### config.mk
export PLATFORM = sky130hd
export DESIGN_NAME = stec_edge_capture
export DESIGN_NICKNAME = d
export VERILOG_FILES = /design/src/hdl/stec_pkg.sv /design/src/hdl/stec_cache_if.sv /design/src/hdl/stec_edge_capture.sv /design/src/hdl/stec_cache_mem.sv
export SDC_FILE = /design/constraint.sdc
export NUM_CORES = 1
export LEC_CHECK = 0
export BUFFER_PORTS_ARGS = -buffer_cell sky130_fd_sc_hd__buf_2
export CAP_MARGIN = 10
export CORE_MARGIN = 5
export CORE_UTILIZATION = 40
export CTS_BUF_LIST = sky130_fd_sc_hd__clkbuf_2 sky130_fd_sc_hd__clkbuf_4 sky130_fd_sc_hd__clkbuf_8
export CTS_CLUSTER_DIAMETER = 200
export DETAILED_ROUTE_END_ITERATION = 6
export RECOVER_POWER = 50
export SYNTH_ARGS = -nofsm -noshare
export SYNTH_HDL_FRONTEND = slang
export SYNTH_HIERARCHICAL = 1
export SYNTH_SLANG_ARGS = --single-unit
### constraint.sdc
create_clock -name clk_i -period 4.3 [get_ports clk_i]
set_input_delay 0.43 -clock clk_i [delete_from_list [all_inputs] [get_ports clk_i]]
set_output_delay 0.43 -clock clk_i [all_outputs]
set_load 0.05 [all_outputs]
### src/hdl/stec_pkg.sv
// Constants and timing for the target edge-capture readout.
//
// Summary of operation
// - Read target as 512 vertical scans, left to right.
// - Captured points come in pairs; every top gets a bottom in the same scan.
// - Each vertical scan holds up to 30 captured points.
// - Stored value is complemented count: 511 top, zero bottom.
// - Horizontal counter advances by one at each new vertical scan.
// - Horizontal count addresses the array; point count of that scan stored there.
// - Each change of thresholded video during storage latches the vertical count as a point, until the scan holds 30.
// - Points of one scan sit in a fast local cache.
// - Read clock made here; ramp gates derived from it.
// - TV sync from ramp gates; loop sync input overrides the gates.
// - After each plug-in sweep, graticule source selected briefly.
// - Reading beam blanked during every retrace.
// - Supervisor watches writing duty cycle and limits intensity.
// - Remote: intensity follows bus; local: step outputs toward panel.
// - Supervisor starts storage on bus command (remote) or button (local).
// - Dedicated fast data path to memory controller side.
// - Vertical count 0 to 511; sample comparator at each increment.
// - Storage begins at the next new scan after the first trigger following a digitize request.
// - Storage runs until the beam returns to the starting scan.
package stec_pkg;
    // ======================================================================
    // Geometry
    localparam int          Y_W       = 9;
    localparam int          CNT_W     = 5;
    localparam int          CA_W      = 5;
    localparam int          CA_DEPTH  = 32;
    localparam logic [8:0]  Y_LAST    = 9'h1FF;
    localparam logic [8:0]  X_LAST    = 9'h1FF;
    localparam logic [4:0]  MAX_PTS   = 5'h1E;
    localparam logic [4:0]  OPEN_MAX  = 5'h1C;
    localparam logic [8:0]  Y_BOTTOM  = 9'h000;
    // ======================================================================
    // Pin bit positions
    localparam int          NPINS     = 7;
    localparam int          P_VIDEO   = 0;
    localparam int          P_BUTTON  = 1;
    localparam int          P_TRIG    = 2;
    localparam int          P_SWEEP   = 3;
    localparam int          P_WGATE   = 4;
    localparam int          P_LOOPEN  = 5;
    localparam int          P_LOOP    = 6;
    // ======================================================================
    // Timing
    localparam int          CLK_NS      = 40;
    localparam int          PIX_NS      = 80;
    localparam int          RETRACE_NS  = 2000;
    localparam int          GRAT_NS     = 20000;
    localparam int          DUTY_WIN_NS = 1000000;
    localparam int          PIX_CYC     = (PIX_NS + CLK_NS - 1) / CLK_NS;
    localparam int          RET_CYC     = (RETRACE_NS + CLK_NS - 1) / CLK_NS;
    localparam int          GRAT_CYC    = (GRAT_NS + CLK_NS - 1) / CLK_NS;
    localparam int          DUTY_CYC    = DUTY_WIN_NS / CLK_NS;
    localparam logic [3:0]  PIX_LAST    = 4'(PIX_CYC - 1);
    localparam logic [7:0]  RET_LAST    = 8'(RET_CYC - 1);
    localparam logic [9:0]  GRAT_LOAD   = 10'(GRAT_CYC);
    localparam int          DUTY_W      = 15;
    // ======================================================================
    // Intensity
    localparam logic [7:0]  INT_CAP     = 8'h80;
endpackage : stec_pkg

### src/hdl/stec_cache_if.sv
// Carrier between the capture logic and its point cache.
interface stec_cache_if;
    import stec_pkg::*;
    logic             ce;
    logic             we;
    logic [CA_W-1:0]  waddr;
    logic [Y_W-1:0]   wdata;
    logic [CA_W-1:0]  raddr;
    logic [Y_W-1:0]   rdata;
    modport ctl (output ce, we, waddr, wdata, raddr, input rdata);
    modport mem (input ce, we, waddr, wdata, raddr, output rdata);
endinterface : stec_cache_if

### src/hdl/stec_edge_capture.sv
// Digital-mode readout: sweep timing, edge capture, cache hand-off, supervisor.
module stec_edge_capture
#(
    parameter int unsigned DUTY_WIN_CYC = stec_pkg::DUTY_CYC
)
(
    input  wire logic                   clk_i,
    input  wire logic                   reset_n_i,
    input  wire logic                   ce_i,
    input  wire logic                   video_i,
    input  wire logic                   dig_button_i,
    input  wire logic                   trig_i,
    input  wire logic                   sweep_i,
    input  wire logic                   write_gate_i,
    input  wire logic                   loop_en_i,
    input  wire logic                   loop_sync_i,
    input  wire logic                   remote_i,
    input  wire logic                   dig_cmd_i,
    input  wire logic [7:0]             bus_main_i,
    input  wire logic [7:0]             bus_grat_i,
    input  wire logic [7:0]             panel_main_i,
    input  wire logic [7:0]             panel_grat_i,
    input  wire logic                   mc_ready_i,
    output logic                        read_tick_o,
    output logic                        x_ramp_gate_o,
    output logic                        y_ramp_gate_o,
    output logic                        tv_sync_o,
    output logic                        blank_o,
    output logic                        grat_sel_o,
    output logic [7:0]                  main_int_o,
    output logic [7:0]                  grat_int_o,
    output logic                        storing_o,
    output logic                        mc_start_o,
    output logic                        mc_done_o,
    output logic                        mc_valid_o,
    output logic                        mc_kind_o,
    output logic [stec_pkg::Y_W-1:0]    mc_data_o,
    output logic [stec_pkg::Y_W-1:0]    mc_xaddr_o
);
    import stec_pkg::*;

    // ======================================================================
    // State
    typedef enum logic [2:0] {
        PH_ACTIVE,
        PH_RETRACE,
        PH_DR_ADDR,
        PH_DR_LOAD,
        PH_DR_SEND,
        PH_DR_CNT
    } stec_phase_e;

    typedef enum logic [1:0] {
        ST_IDLE,
        ST_ARMED,
        ST_WAIT_SCAN,
        ST_STORING
    } stec_stor_e;

    typedef struct packed {
        stec_phase_e          phase;
        stec_stor_e           st;
        logic                 sto;
        logic [3:0]           div;
        logic [Y_W-1:0]       y;
        logic [Y_W-1:0]       x;
        logic [Y_W-1:0]       start_x;
        logic [CNT_W-1:0]     cnt;
        logic [CA_W-1:0]      rd_idx;
        logic                 prev;
        logic                 open;
        logic [7:0]           ret;
        logic [NPINS-1:0]     s1;
        logic [NPINS-1:0]     s2;
        logic [NPINS-1:0]     s3;
        logic                 start_p;
        logic                 done_p;
        logic                 out_kind;
        logic [Y_W-1:0]       out_data;
        logic [9:0]           grat_cnt;
        logic [DUTY_W-1:0]    duty_win;
        logic [DUTY_W-1:0]    duty_on;
        logic                 over;
        logic [7:0]           main_int;
        logic [7:0]           grat_int;
    } stec_state_s;

    localparam logic [DUTY_W-1:0] DUTY_LAST = DUTY_W'(DUTY_WIN_CYC - 1);
    localparam logic [DUTY_W-1:0] DUTY_HALF = DUTY_W'(DUTY_WIN_CYC / 2);

    stec_state_s  r_reg;
    stec_state_s  r_next;
    logic         tick;
    logic         scan_start;
    logic         wr_en;
    logic [8:0]   wr_dat;
    logic         btn_rise;
    logic         trig_rise;
    logic         sweep_fall;
    logic         dig_req;
    logic         loop_en_r;
    logic         loop_r;

    stec_cache_if cache_bus ();

    stec_cache_mem u_cache (
        .clk_i     (clk_i),
        .reset_n_i (reset_n_i),
        .cache     (cache_bus.mem)
    );

    // ======================================================================
    // Helpers
    function automatic logic [7:0] step_to(input logic [7:0] cur, input logic [7:0] tgt);
        if (cur < tgt)
            return 8'(cur + 8'h01);
        else if (cur > tgt)
            return 8'(cur - 8'h01);
        return cur;
    endfunction : step_to

    function automatic logic [7:0] cap_int(input logic [7:0] v, input logic over);
        return (over && v > INT_CAP) ? INT_CAP : v;
    endfunction : cap_int

    // New scan: x steps, per-scan state cleared, storage window opened or closed
    function automatic stec_state_s begin_scan(input stec_state_s s);
        stec_state_s t;
        t       = s;
        t.phase = PH_ACTIVE;
        t.x     = 9'(s.x + 9'h001);
        t.y     = '0;
        t.cnt   = '0;
        t.prev  = 1'b0;
        t.open  = 1'b0;
        if (s.st == ST_WAIT_SCAN)
        begin
            t.st      = ST_STORING;
            t.start_x = t.x;
        end
        else if (s.st == ST_STORING && t.x == s.start_x)
        begin
            t.st     = ST_IDLE;
            t.done_p = 1'b1;
        end
        t.sto = (t.st == ST_STORING);
        return t;
    endfunction : begin_scan

    assign btn_rise   = r_reg.s2[P_BUTTON] & ~r_reg.s3[P_BUTTON];
    assign trig_rise  = r_reg.s2[P_TRIG] & ~r_reg.s3[P_TRIG];
    assign sweep_fall = ~r_reg.s2[P_SWEEP] & r_reg.s3[P_SWEEP];
    assign dig_req    = remote_i ? dig_cmd_i : btn_rise;
    assign loop_en_r  = r_reg.s2[P_LOOPEN];
    assign loop_r     = r_reg.s2[P_LOOP];
    assign tick       = (r_reg.div == PIX_LAST);

    // ======================================================================
    // Next state
    always_comb
    begin
        r_next         = r_reg;
        r_next.start_p = 1'b0;
        r_next.done_p  = 1'b0;
        r_next.s1      = {loop_sync_i, loop_en_i, write_gate_i, sweep_i,
                          trig_i, dig_button_i, video_i};
        r_next.s2      = r_reg.s1;
        r_next.s3      = r_reg.s2;
        r_next.div     = tick ? 4'h0 : 4'(r_reg.div + 4'h1);
        wr_en          = 1'b0;
        wr_dat         = '0;
        scan_start     = 1'b0;

        unique case (r_reg.st)
            ST_IDLE:
                if (dig_req)
                    r_next.st = ST_ARMED;
            ST_ARMED:
                if (trig_rise)
                begin
                    r_next.st      = ST_WAIT_SCAN;
                    r_next.start_p = 1'b1;
                end
            ST_WAIT_SCAN,
            ST_STORING: ;
        endcase

        unique case (r_reg.phase)
            PH_ACTIVE:
                if (tick)
                begin
                    if (r_reg.s2[P_VIDEO] != r_reg.prev)
                    begin
                        r_next.prev = r_reg.s2[P_VIDEO];
                        // A top is refused when no room remains for its bottom
                        if (r_reg.sto && r_reg.s2[P_VIDEO] && r_reg.cnt <= OPEN_MAX)
                        begin
                            wr_en       = 1'b1;
                            wr_dat      = ~r_reg.y;
                            r_next.open = 1'b1;
                            r_next.cnt  = 5'(r_reg.cnt + 5'h01);
                        end
                        else if (r_reg.sto && !r_reg.s2[P_VIDEO] && r_reg.open)
                        begin
                            wr_en       = 1'b1;
                            wr_dat      = ~r_reg.y;
                            r_next.open = 1'b0;
                            r_next.cnt  = 5'(r_reg.cnt + 5'h01);
                        end
                    end
                    if (r_reg.y == Y_LAST)
                    begin
                        r_next.phase = PH_RETRACE;
                        r_next.ret   = '0;
                    end
                    else
                    begin
                        r_next.y = 9'(r_reg.y + 9'h001);
                    end
                end
            PH_RETRACE:
            begin
                // Trace still open at the bottom edge: close it there
                if (r_reg.open)
                begin
                    wr_en       = 1'b1;
                    wr_dat      = Y_BOTTOM;
                    r_next.open = 1'b0;
                    r_next.cnt  = 5'(r_reg.cnt + 5'h01);
                end
                r_next.ret = 8'(r_reg.ret + 8'h01);
                if (r_reg.ret == RET_LAST)
                begin
                    r_next.rd_idx   = '0;
                    r_next.out_data = {4'h0, r_reg.cnt};
                    r_next.out_kind = 1'b1;
                    if (!r_reg.sto)
                    begin
                        scan_start = 1'b1;
                        r_next     = begin_scan(r_next);
                    end
                    else if (r_reg.cnt == '0)
                        r_next.phase = PH_DR_CNT;
                    else
                        r_next.phase = PH_DR_ADDR;
                end
            end
            PH_DR_ADDR:
                r_next.phase = PH_DR_LOAD;
            PH_DR_LOAD:
            begin
                r_next.out_data = cache_bus.rdata;
                r_next.out_kind = 1'b0;
                r_next.phase    = PH_DR_SEND;
            end
            PH_DR_SEND:
                if (mc_ready_i)
                begin
                    if (5'(r_reg.rd_idx + 5'h01) == r_reg.cnt)
                    begin
                        r_next.phase    = PH_DR_CNT;
                        r_next.out_data = {4'h0, r_reg.cnt};
                        r_next.out_kind = 1'b1;
                    end
                    else
                    begin
                        r_next.rd_idx = 5'(r_reg.rd_idx + 5'h01);
                        r_next.phase  = PH_DR_ADDR;
                    end
                end
            PH_DR_CNT:
                if (mc_ready_i)
                begin
                    scan_start = 1'b1;
                    r_next     = begin_scan(r_next);
                end
            default:
                r_next.phase = PH_ACTIVE;
        endcase

        // Graticule window after each plug-in sweep
        if (sweep_fall)
            r_next.grat_cnt = GRAT_LOAD;
        else if (r_reg.grat_cnt != '0)
            r_next.grat_cnt = 10'(r_reg.grat_cnt - 10'h001);

        // Writing duty cycle over a fixed window
        r_next.duty_on  = DUTY_W'(r_reg.duty_on + {14'h0000, r_reg.s2[P_WGATE]});
        r_next.duty_win = DUTY_W'(r_reg.duty_win + 15'h0001);
        if (r_reg.duty_win == DUTY_LAST)
        begin
            r_next.over     = (r_reg.duty_on > DUTY_HALF);
            r_next.duty_win = '0;
            r_next.duty_on  = '0;
        end

        // Intensity: bus value or step toward panel, then limit
        if (remote_i)
        begin
            r_next.main_int = cap_int(bus_main_i, r_reg.over);
            r_next.grat_int = cap_int(bus_grat_i, r_reg.over);
        end
        else
        begin
            r_next.main_int = cap_int(step_to(r_reg.main_int, panel_main_i), r_reg.over);
            r_next.grat_int = cap_int(step_to(r_reg.grat_int, panel_grat_i), r_reg.over);
        end
    end

    always_ff @(posedge clk_i or negedge reset_n_i)
    begin
        if (!reset_n_i)
        begin
            r_reg <= '0;
        end
        else if (ce_i)
        begin
            r_reg <= r_next;
        end
    end

    // ======================================================================
    // Outputs
    assign cache_bus.ce    = ce_i;
    assign cache_bus.we    = wr_en;
    assign cache_bus.waddr = r_reg.cnt;
    assign cache_bus.wdata = wr_dat;
    assign cache_bus.raddr = r_reg.rd_idx;

    // Loop input replaces both internal gates when enabled
    assign y_ramp_gate_o = loop_en_r ? loop_r : (r_reg.phase == PH_ACTIVE);
    assign x_ramp_gate_o = loop_en_r ? loop_r
                         : !(r_reg.x == X_LAST && r_reg.phase != PH_ACTIVE);
    assign tv_sync_o     = !(y_ramp_gate_o && x_ramp_gate_o);
    assign blank_o       = (r_reg.phase != PH_ACTIVE);
    assign read_tick_o   = tick;
    assign grat_sel_o    = (r_reg.grat_cnt != '0);
    assign main_int_o    = r_reg.main_int;
    assign grat_int_o    = r_reg.grat_int;
    assign storing_o     = (r_reg.st == ST_STORING);
    assign mc_start_o    = r_reg.start_p;
    assign mc_done_o     = r_reg.done_p;
    // Fast point path toward the memory controller side
    assign mc_valid_o    = (r_reg.phase == PH_DR_SEND) || (r_reg.phase == PH_DR_CNT);
    assign mc_kind_o     = r_reg.out_kind;
    assign mc_data_o     = r_reg.out_data;
    assign mc_xaddr_o    = r_reg.x;
endmodule : stec_edge_capture

### src/hdl/stec_cache_mem.sv
// Fast per-scan point cache with registered read data.
module stec_cache_mem
    import stec_pkg::*;
(
    input  wire logic    clk_i,
    input  wire logic    reset_n_i,
    stec_cache_if.mem    cache
);
    typedef struct packed {
        logic [CA_DEPTH-1:0][Y_W-1:0] mem;
        logic [Y_W-1:0]               rdata;
    } stec_mem_s;

    stec_mem_s r_reg;
    stec_mem_s r_next;

    always_comb
    begin
        r_next       = r_reg;
        r_next.rdata = r_reg.mem[cache.raddr];
        if (cache.we)
        begin
            r_next.mem[cache.waddr] = cache.wdata;
        end
    end

    always_ff @(posedge clk_i or negedge reset_n_i)
    begin
        if (!reset_n_i)
        begin
            r_reg <= '0;
        end
        else if (cache.ce)
        begin
            r_reg <= r_next;
        end
    end

    assign cache.rdata = r_reg.rdata;
endmodule : stec_cache_mem

# Word level (Yosys, flattened, before mapping)
# Cells that the tools add are included.
# totals
mem_count	0
register_bits	441
elab_cells	253
mem_bits_rw	0
output_inout_bits	45
latch_bits	0
romBits	0
# op_classes
mul	0
n_addsub	13
n_lt_le_gt_ge	13
n_shift	0
bitwise	8
n_div	0
n_eq_ne	30
reduce_logical	39
muxes	92
# ops
cell	count
$mux W147	2
$bwmux W288	1
$mux W144	1
$pmux W57 S2	1
$mux W8	13
$mux W9	10
$mux W10	5
$pmux W23 S2	1
$bmux W9 S5	1
$demux W9 S5	1
$pmux W10 S4	1
$pmux W18 S2	1
$mux W5	7
$gt A8 B8 Y1 const B	4
$mux W31	1
$pmux W10 S3	1
$pmux W5 S3	2
$pmux W9 S3	1
$add A8 B1 Y8 const B	3
$reduce_and A6 Y1	4
$mux W1	20
$mux W2	10
$ne A2 B2 Y1 const B	10
$add A9 B1 Y9 const B	2
other kinds (48)	92

# Depth between registers and ports, before layout
# Gate-level depths: netlist of run 1.
# depth
depth_word	18
depth_mapped	16

# Hierarchy
# The synthesis of run 1 kept the hierarchy.
# modules_own_cells
module	area_each_um2	cells_each	n_inst	seq_area_each_um2
stec_cache_mem	13924.6	993	1	7432.1
stec_edge_capture	8680.8	935	1	3578.4

# Least setup slack after synthesis of run 1
# No wires, ideal clock.
# synth_path
path_kind	input to register
from	input port panel_main_i[1]
to	register r_reg, in the netlist main_int_o[3]
path_stages	15
n_path_buf	0
path_slack_ns	0.667
t_arrival_ns	3.543
cell_sequence	inv_1 ha_1 nor2b_1 o21a_1 o21ai_0 nor2b_1 inv_1 ha_1 a21o_1 a211oi_1 o211ai_1 mux2_2 mux2i_1 or4b_1 o221ai_1
# synth_between
elab_chain_len	10
# synth_lines
element	line_no	rtl
start, declared	stec_edge_capture.sv:21	input wire logic [7:0] panel_main_i,
$gt A8 B8 Y1	stec_edge_capture.sv:117	else if (cur > tgt)
$mux W1	stec_edge_capture.sv:117	
$mux W1	stec_edge_capture.sv:115	if (cur < tgt)
$mux W1	stec_edge_capture.sv:298	if (remote_i)
$mux W8 *	stec_edge_capture.sv:119	return cur;
$mux W8 *	stec_edge_capture.sv:298	
$gt A8 B8 Y1	stec_edge_capture.sv:123	return (over && v > INT_CAP) ? INT_CAP : v;
$logic_and A1 B1 Y1	stec_edge_capture.sv:123	
$mux W8 *	stec_edge_capture.sv:123	
$mux W16 *	stec_edge_capture.sv:298	
end signal, assigned	stec_edge_capture.sv:318	r_reg <= r_next;
end, declared	stec_edge_capture.sv:91	stec_state_s r_reg;
# Mark *: on every way between the ends. The rest lies on a longest branch, timed or not. The select of a mux whose other input is x is not followed.
# A chain may end at the register's enable or synchronous reset.

# Worst setup path after layout of run 1
# layout_path
from	register r_reg, in the netlist main_int_o[1]
to	register r_reg, in the netlist main_int_o[3]
# layout_between
elab_chain_len	10
# layout_lines
element	line_no
$gt A8 B8 Y1	stec_edge_capture.sv:117
$mux W1	stec_edge_capture.sv:117
$mux W1	stec_edge_capture.sv:115
$mux W1	stec_edge_capture.sv:298
$mux W8 *	stec_edge_capture.sv:119
$mux W8 *	stec_edge_capture.sv:298
$gt A8 B8 Y1	stec_edge_capture.sv:123
$logic_and A1 B1 Y1	stec_edge_capture.sv:123
$mux W8 *	stec_edge_capture.sv:123
$mux W16 *	stec_edge_capture.sv:298
# Marked as above.

==> results of run 1 <==
## placed cells by master, fill, tap and decap left out, types with 16 or more instances in the layout
cell	instances
mux2_1	29
inv_1	44
xor2_1	29
buf_2	72
clkbuf_4	22
buf_4	34
nand2_1	109
mux2i_1	148
a22oi_1	80
mux2_2	294
nand4_1	21
dfrtp_1	439
a21oi_1	79
ha_1	42
nand3_1	45
nor2b_1	16
o21ai_0	57
nor2_1	65
clkbuf_1	18
xnor2_1	43
clkbuf_8	98
nor2_2	16
## what timing repair did
action / 4_1_cts / 5_1_grt
resized for setup: 0 / 2
hold endpoints to repair: 112 / 0
hold buffers: 12 / 0
endpoints found under the setup margin: 0 / 6
## report_power, final
| part | leakage, uW | switching, uW | internal (uW) |
|---|---|---|---|
| Combinational | 0.00478 | 1370 | 864 |
| Clock | 0.000878 | 1740 | 2360 |
| Sequential | 0.00599 | 274 | 4360 |
## metal layers
metal	track usage	up-vias	wire length, microns
met4	0.0552	0	1140
met5	0	-	0
met3	0.0285	92	2210
met2	0.284	308	25700
met1	0.257	7867	26000
li1	-	7099	-
## through the flow
stage	hold slack (ns)	total power [uW]	util
2_1_floorplan	0.134	6360	-
3_3_place_gp	0.463	6820	0.421
3_5_place_dp	0.467	6900	0.421
4_1_cts	0.00929	11100	0.453
5_1_grt	0.0460	11600	0.452
6_report	0.0640	11000	0.452
## logic make-up after synthesis
kind of cell	Yosys count
xor+xnor	72
compound gates	303
fa+ha+maj	44
flops	440
buf+inv	186
simple gates	411
mux	472
## worst paths after layout
| path | start | endpoint | slack (ns) | cells past startpoint |
|---|---|---|---|---|
| max | main_int_o[1] | main_int_o[3] | 0.33 | 14 |
| min | bus_grat_i[0] | grat_int_o[0] | 0.06 | 3 |
| max reg2reg | main_int_o[1] | main_int_o[3] | 0.33 | 14 |
| min reg2reg | mc_data_o[0] | mc_data_o[0] | 0.48 | 2 |
| max in group asynchronous | reset_n_i | cache_bus.raddr[0] | 0.90 | 3 |
| min in group asynchronous | reset_n_i | r_reg[33] | 1.35 | 2 |
## critical path, delay by kind of cell (launching register included)
family	cells	cell delay, ns
AOI/OAI and AO/OA	6	1.12
muxes	2	0.55
adders and majority gates	2	0.71
buffers and inverters	1	0.19
and+or+nand+nor	3	0.84
DFF	1	0.47
## area by class of cell
class                   count  area share
diodes                      1   0.0000985
clock buffers             120      0.0596
clock inverters            12     0.00552
inverters                  45     0.00665
multi-input cells        1302       0.419
flip-flops and latches    440       0.434
well taps                 756      0.0372
repair buffers            147      0.0379
==> flow_summary.toml, run 1 <==
[finish]
multiInputGateArea_sq_um = 10700
synthToLayoutAreaGrowth_pct = 12.4
nets = 2101
stdcell_count = 2823
stdcell_area_sq_um = 25400
largest_reg_flops = 288
drive_gt1_frac = 0.295
nFillCells = 5233
seq_area_sq_um = 11000

[floorplan]
die_area_sq_um = 61400
rows = 87
fp.dieH_microns = 248
start_util = 0.402
die_w_microns = 248
top_level_ports = 90
core_sq_um = 56200

[timing]
worst_slew_pin_slew_ns = 3.01
rsz0062_at_grt = "false"
fin_ws_ns = 0.326
finalCritPeriodShare = 0.924
clock_skew_ns = 0.0316
finalSetupViolCount = 0
period_minus_slack_ns = 3.97
setup_tns_ns = 0
finalHoldViolations = 0
fmax_mhz = 252
relSlewSlack = -1.01
drv_slew = 140

[grt]
grtUsageTotal = 0.180
grt_start_max_net_pins = 109
overflow = 0
grt_pass1_wl_microns = 88400
antenna_found_initial = 1
grt_pass1_vias = 15700

[placement]
placed_cells = 2678
post-place-ws_ns = 0.149
hpwl_microns = 36600
postPlaceCellArea_sq_um = 23700
place.gp.congestion = 0.873
io_buffers = 89

[power_and_ir_drop]
p_leak_uw = 0.0116
powerDensity_nw_per_um2 = 432
irDropWorstVdd_v = 0.000267

[yosys]
yosys-top-cells-count = "dfrtp_1, mux2_2, mux2i_1, nand2_1, a22oi_1"
synthAdderAreaFrac = 0.0250
syn_nets = 2017
synth_xor_area_frac = 0.0279
synth_compound_area_frac = 0.0882
synth.area.top_cells = "dfrtp_1, mux2_2, mux2i_1, a22oi_1, ha_1"
yosys.area_share.simple = 0.101
netlist.area_leader.share = 0.487
synthesis.instances = 1928
syn-cell-area_sq_um = 22600
synth_top_family_by_area = "multiplexers"
ys.flop_type = "dfrtp_1"
async_reset_ff_frac = 1.00
synth_seq_area_share = 0.487
ys_ff_latch = 440
yosys_warnings = 6
yosysTopAreaCell = "dfrtp_1"
synth_edf_count = 0
muxShareOfSynthArea = 0.227
ys_types = 87
synth.avg_cell_area_sq_um = 11.7
yosysMostFrequentCell = "dfrtp_1"

[clock_network]
insertion_delay_ns = 0.65
clock_sinks = 440
cts.clk_slew.worst_paths_ns = 0.07
cts_buffers = 76
postCtsSetupBuffers = 0
cts_buffer_depth = 3
htreeDepth = 3
cts_tree = "built"
cts_root_buf = "clkbuf_8"

[drt]
first_pass_iters = 5
drcViolationCount = 0
vias = 15400
via_per_inst = 5.44
wire_per_inst_microns = 19.5
ant_nets = 0
drt-total-wl_microns = 55000
drt_iter0_drc = 1035

[worst_setup_path]
cp_max_fo = 8
critPathSlowestCell = "or4b_1"
start_kind = "flop"
crit_path_max_incr_delay_ns = 0.50
end_kind = "flop"
arrival_ns = 4.53
critPathKind = "reg -> reg"
path_cells = "ha_1 > nor2b_1 > o21a_1 > o21ai_0 > nor2b_1 > inv_1 > ha_1 > a21o_1 > a211oi_2 > o211ai_1 > mux2_2 > mux2i_2 > or4b_1 > o221ai_1"
required_ns = 4.85

[status]
violations = "capacitance limit, slew limit"
status = "finished with violations"

[job]
cap_violations = 3

[hold_path]
hold_class = "in -> reg"
Note: power is estimated with default switching activity, not from simulation.
==> inputs of run 2 (changes only) <==
GPL_TIMING_DRIVEN = 0   (was not set)
==> flow_summary.toml, run 2 (synthesis gave the netlist of run 1 again) <==
[clock_network]
cts.clk_slew.worst_paths_ns = 0.06
insertion_delay_ns = 0.63
clock_sinks = 440
cts_buffer_depth = 3
cts_tree = "built"
htreeDepth = 3
cts_buffers = 77
cts_root_buf = "clkbuf_8"

[worst_setup_path]
critPathSlowestCell = "dfrtp_1"
path_common_cell = "ha_1"
arrival_ns = 4.48
crit_path_max_incr_delay_ns = 0.47
path_cells = "ha_1 > nor2b_1 > o21a_1 > o21ai_0 > nor2b_2 > inv_1 > ha_1 > a21o_1 > a211oi_2 > o211ai_1 > mux2_2 > mux2i_2 > o311a_1 > o221ai_1"
cp_max_fo = 8
critPathBufInv = 1
end_kind = "flop"
critPathKind = "reg -> reg"
required_ns = 4.77
crit_family = "compound AO/OA/AOI/OAI gates"
start_kind = "flop"

[placement]
io_buffers = 89
place.gp.congestion = 0.960
hpwl_microns = 42200
post-place-ws_ns = -0.0444

[finish]
nFillCells = 5232
final_common_cell = "dfrtp_1"
largest_reg_flops = 288
drive_gt1_frac = 0.301
fin_util = 0.462
nets = 2200
final_cell_mix = "dfrtp_1, mux2_2, mux2i_1"
synthToLayoutAreaGrowth_pct = 14.8

[timing]
finalHoldViolations = 0
relSlewSlack = -0.930
period_minus_slack_ns = 4.01
finalCritPeriodShare = 0.932
rsz0062_at_grt = "true"
hold_ws_ns = 0.0688
fin_ws_ns = 0.294
worst_slew_pin_slew_ns = 2.89
drv_slew = 45
finalSetupViolCount = 0
fmax_mhz = 250
clock_skew_ns = 0.0323

[floorplan]
rows = 87
die_w_microns = 248
top_level_ports = 90
start_util = 0.402
core_sq_um = 56200
fp.dieH_microns = 248
die_area_sq_um = 61400

[drt]
drt_iter0_drc = 1039
drt-total-wl_microns = 59800
via_per_inst = 5.43
wire_per_inst_microns = 20.4
drcViolationCount = 0
ant_nets = 0
vias = 15900
first_pass_iters = 5

[status]
violations = "capacitance limit, slew limit"
status = "finished with violations"

[grt]
antenna_found_initial = 1
grt_pass1_wl_microns = 93900
grtUsageTotal = 0.196
overflow = 0
grtUsageMet2 = 0.309
use_met3 = 0.0333
top_usage_layer = "met2"
met1_usage = 0.273
grt_pass1_vias = 16400
grt_start_max_net_pins = 123

[power_and_ir_drop]
p_leak_uw = 0.0120
irDropWorstVdd_v = 0.000307
powerDensity_nw_per_um2 = 434

[job]
cap_violations = 1

[hold_path]
hold_class = "in -> reg"
[run 2: changes by cell type in the layout (fill, tap and decap cells not counted), moves of 2 or more]
| cell | previous run | this run |
|---|---|---|
| clkbuf_1 | 18 | 62 |
| buf_2 | 72 | 102 |
| buf_4 | 34 | 55 |
| nor2_1 | 65 | 75 |
| nor2_2 | 16 | 7 |
| buf_6 | 0 | 8 |
| buf_12 | 7 | 0 |
| buf_1 | 0 | 5 |
| clkbuf_2 | 4 | 0 |
| bufinv_16 | 2 | 5 |
| buf_16 | 0 | 2 |
| clkinvlp_4 | 1 | 3 |
[run 2: power breakdown]
group          switching [uW]  total (uW)  leakage (uW)  internal (uW)
clock                    1730        4300      0.000923           2570
sequential                290        4650       0.00599           4360
combinational            1370        2310       0.00510            935
total                    3390       11300        0.0120           7860
[run 2: what timing repair did]
action	4_1_cts	5_1_grt
endpoints found under the hold margin	53	0
hold buffers	11	0
endpoints found under the setup margin	0	35
gates resized for setup	0	6
buffers inserted	0	0
[run 2: path summary, 6_finish.rpt]
kind	start	endpoint	slack (ns)	cells after the start
min reg2reg	mc_data_o[5]	mc_data_o[5]	0.48	2
max	main_int_o[1]	main_int_o[1]	0.29	14
min in group asynchronous	reset_n_i	u_cache/r_reg[192]	1.33	2
max in group asynchronous	reset_n_i	u_cache/r_reg[94]	0.76	3
max reg2reg	main_int_o[1]	main_int_o[1]	0.29	14
min	bus_main_i[2]	main_int_o[2]	0.07	3
[run 2: layout make-up]
cell class                      count  area, sq um  area share
Antenna cell                        1         2.50   0.0000965
Buffer                            141          811      0.0313
Clock buffer                      122         1540      0.0592
Clock inverter                     16          223     0.00858
Inverter                           45          169     0.00651
Multi-Input combinational cell   1302        10600       0.410
Sequential cell                   440        11000       0.424
Tap cell                          756          946      0.0365
Timing Repair Buffer              104          619      0.0239
[run 2: metal layers]
layer / part of all wire / routed length (microns)
met5: 0 / 0
met4: 0.030 / 1790
met3: 0.053 / 3160
met2: 0.46 / 27400
met1: 0.46 / 27500
[run 2: tightest hold or removal path, cell delays in order]
cell,delay [ns]
buf_2,0.09
a22oi_1,0.06
o21ai_0,0.08
[run 2: stage by stage]
| step | total power, uW | area (sq um) | instances | TNS, ns |
|---|---|---|---|---|
| after floorplan | 6360 | 22600 | 1928 | 0 |
| after global placement | 6890 | 24000 | 2773 | -2617.84 |
| after detailed placement | 6980 | 24100 | 2777 | -0.0668 |
| after CTS | 11400 | 26000 | 2926 | 0 |
| after global routing | 11900 | 25900 | 2927 | -0.0336 |
| final | 11300 | 25900 | 2927 | 0 |
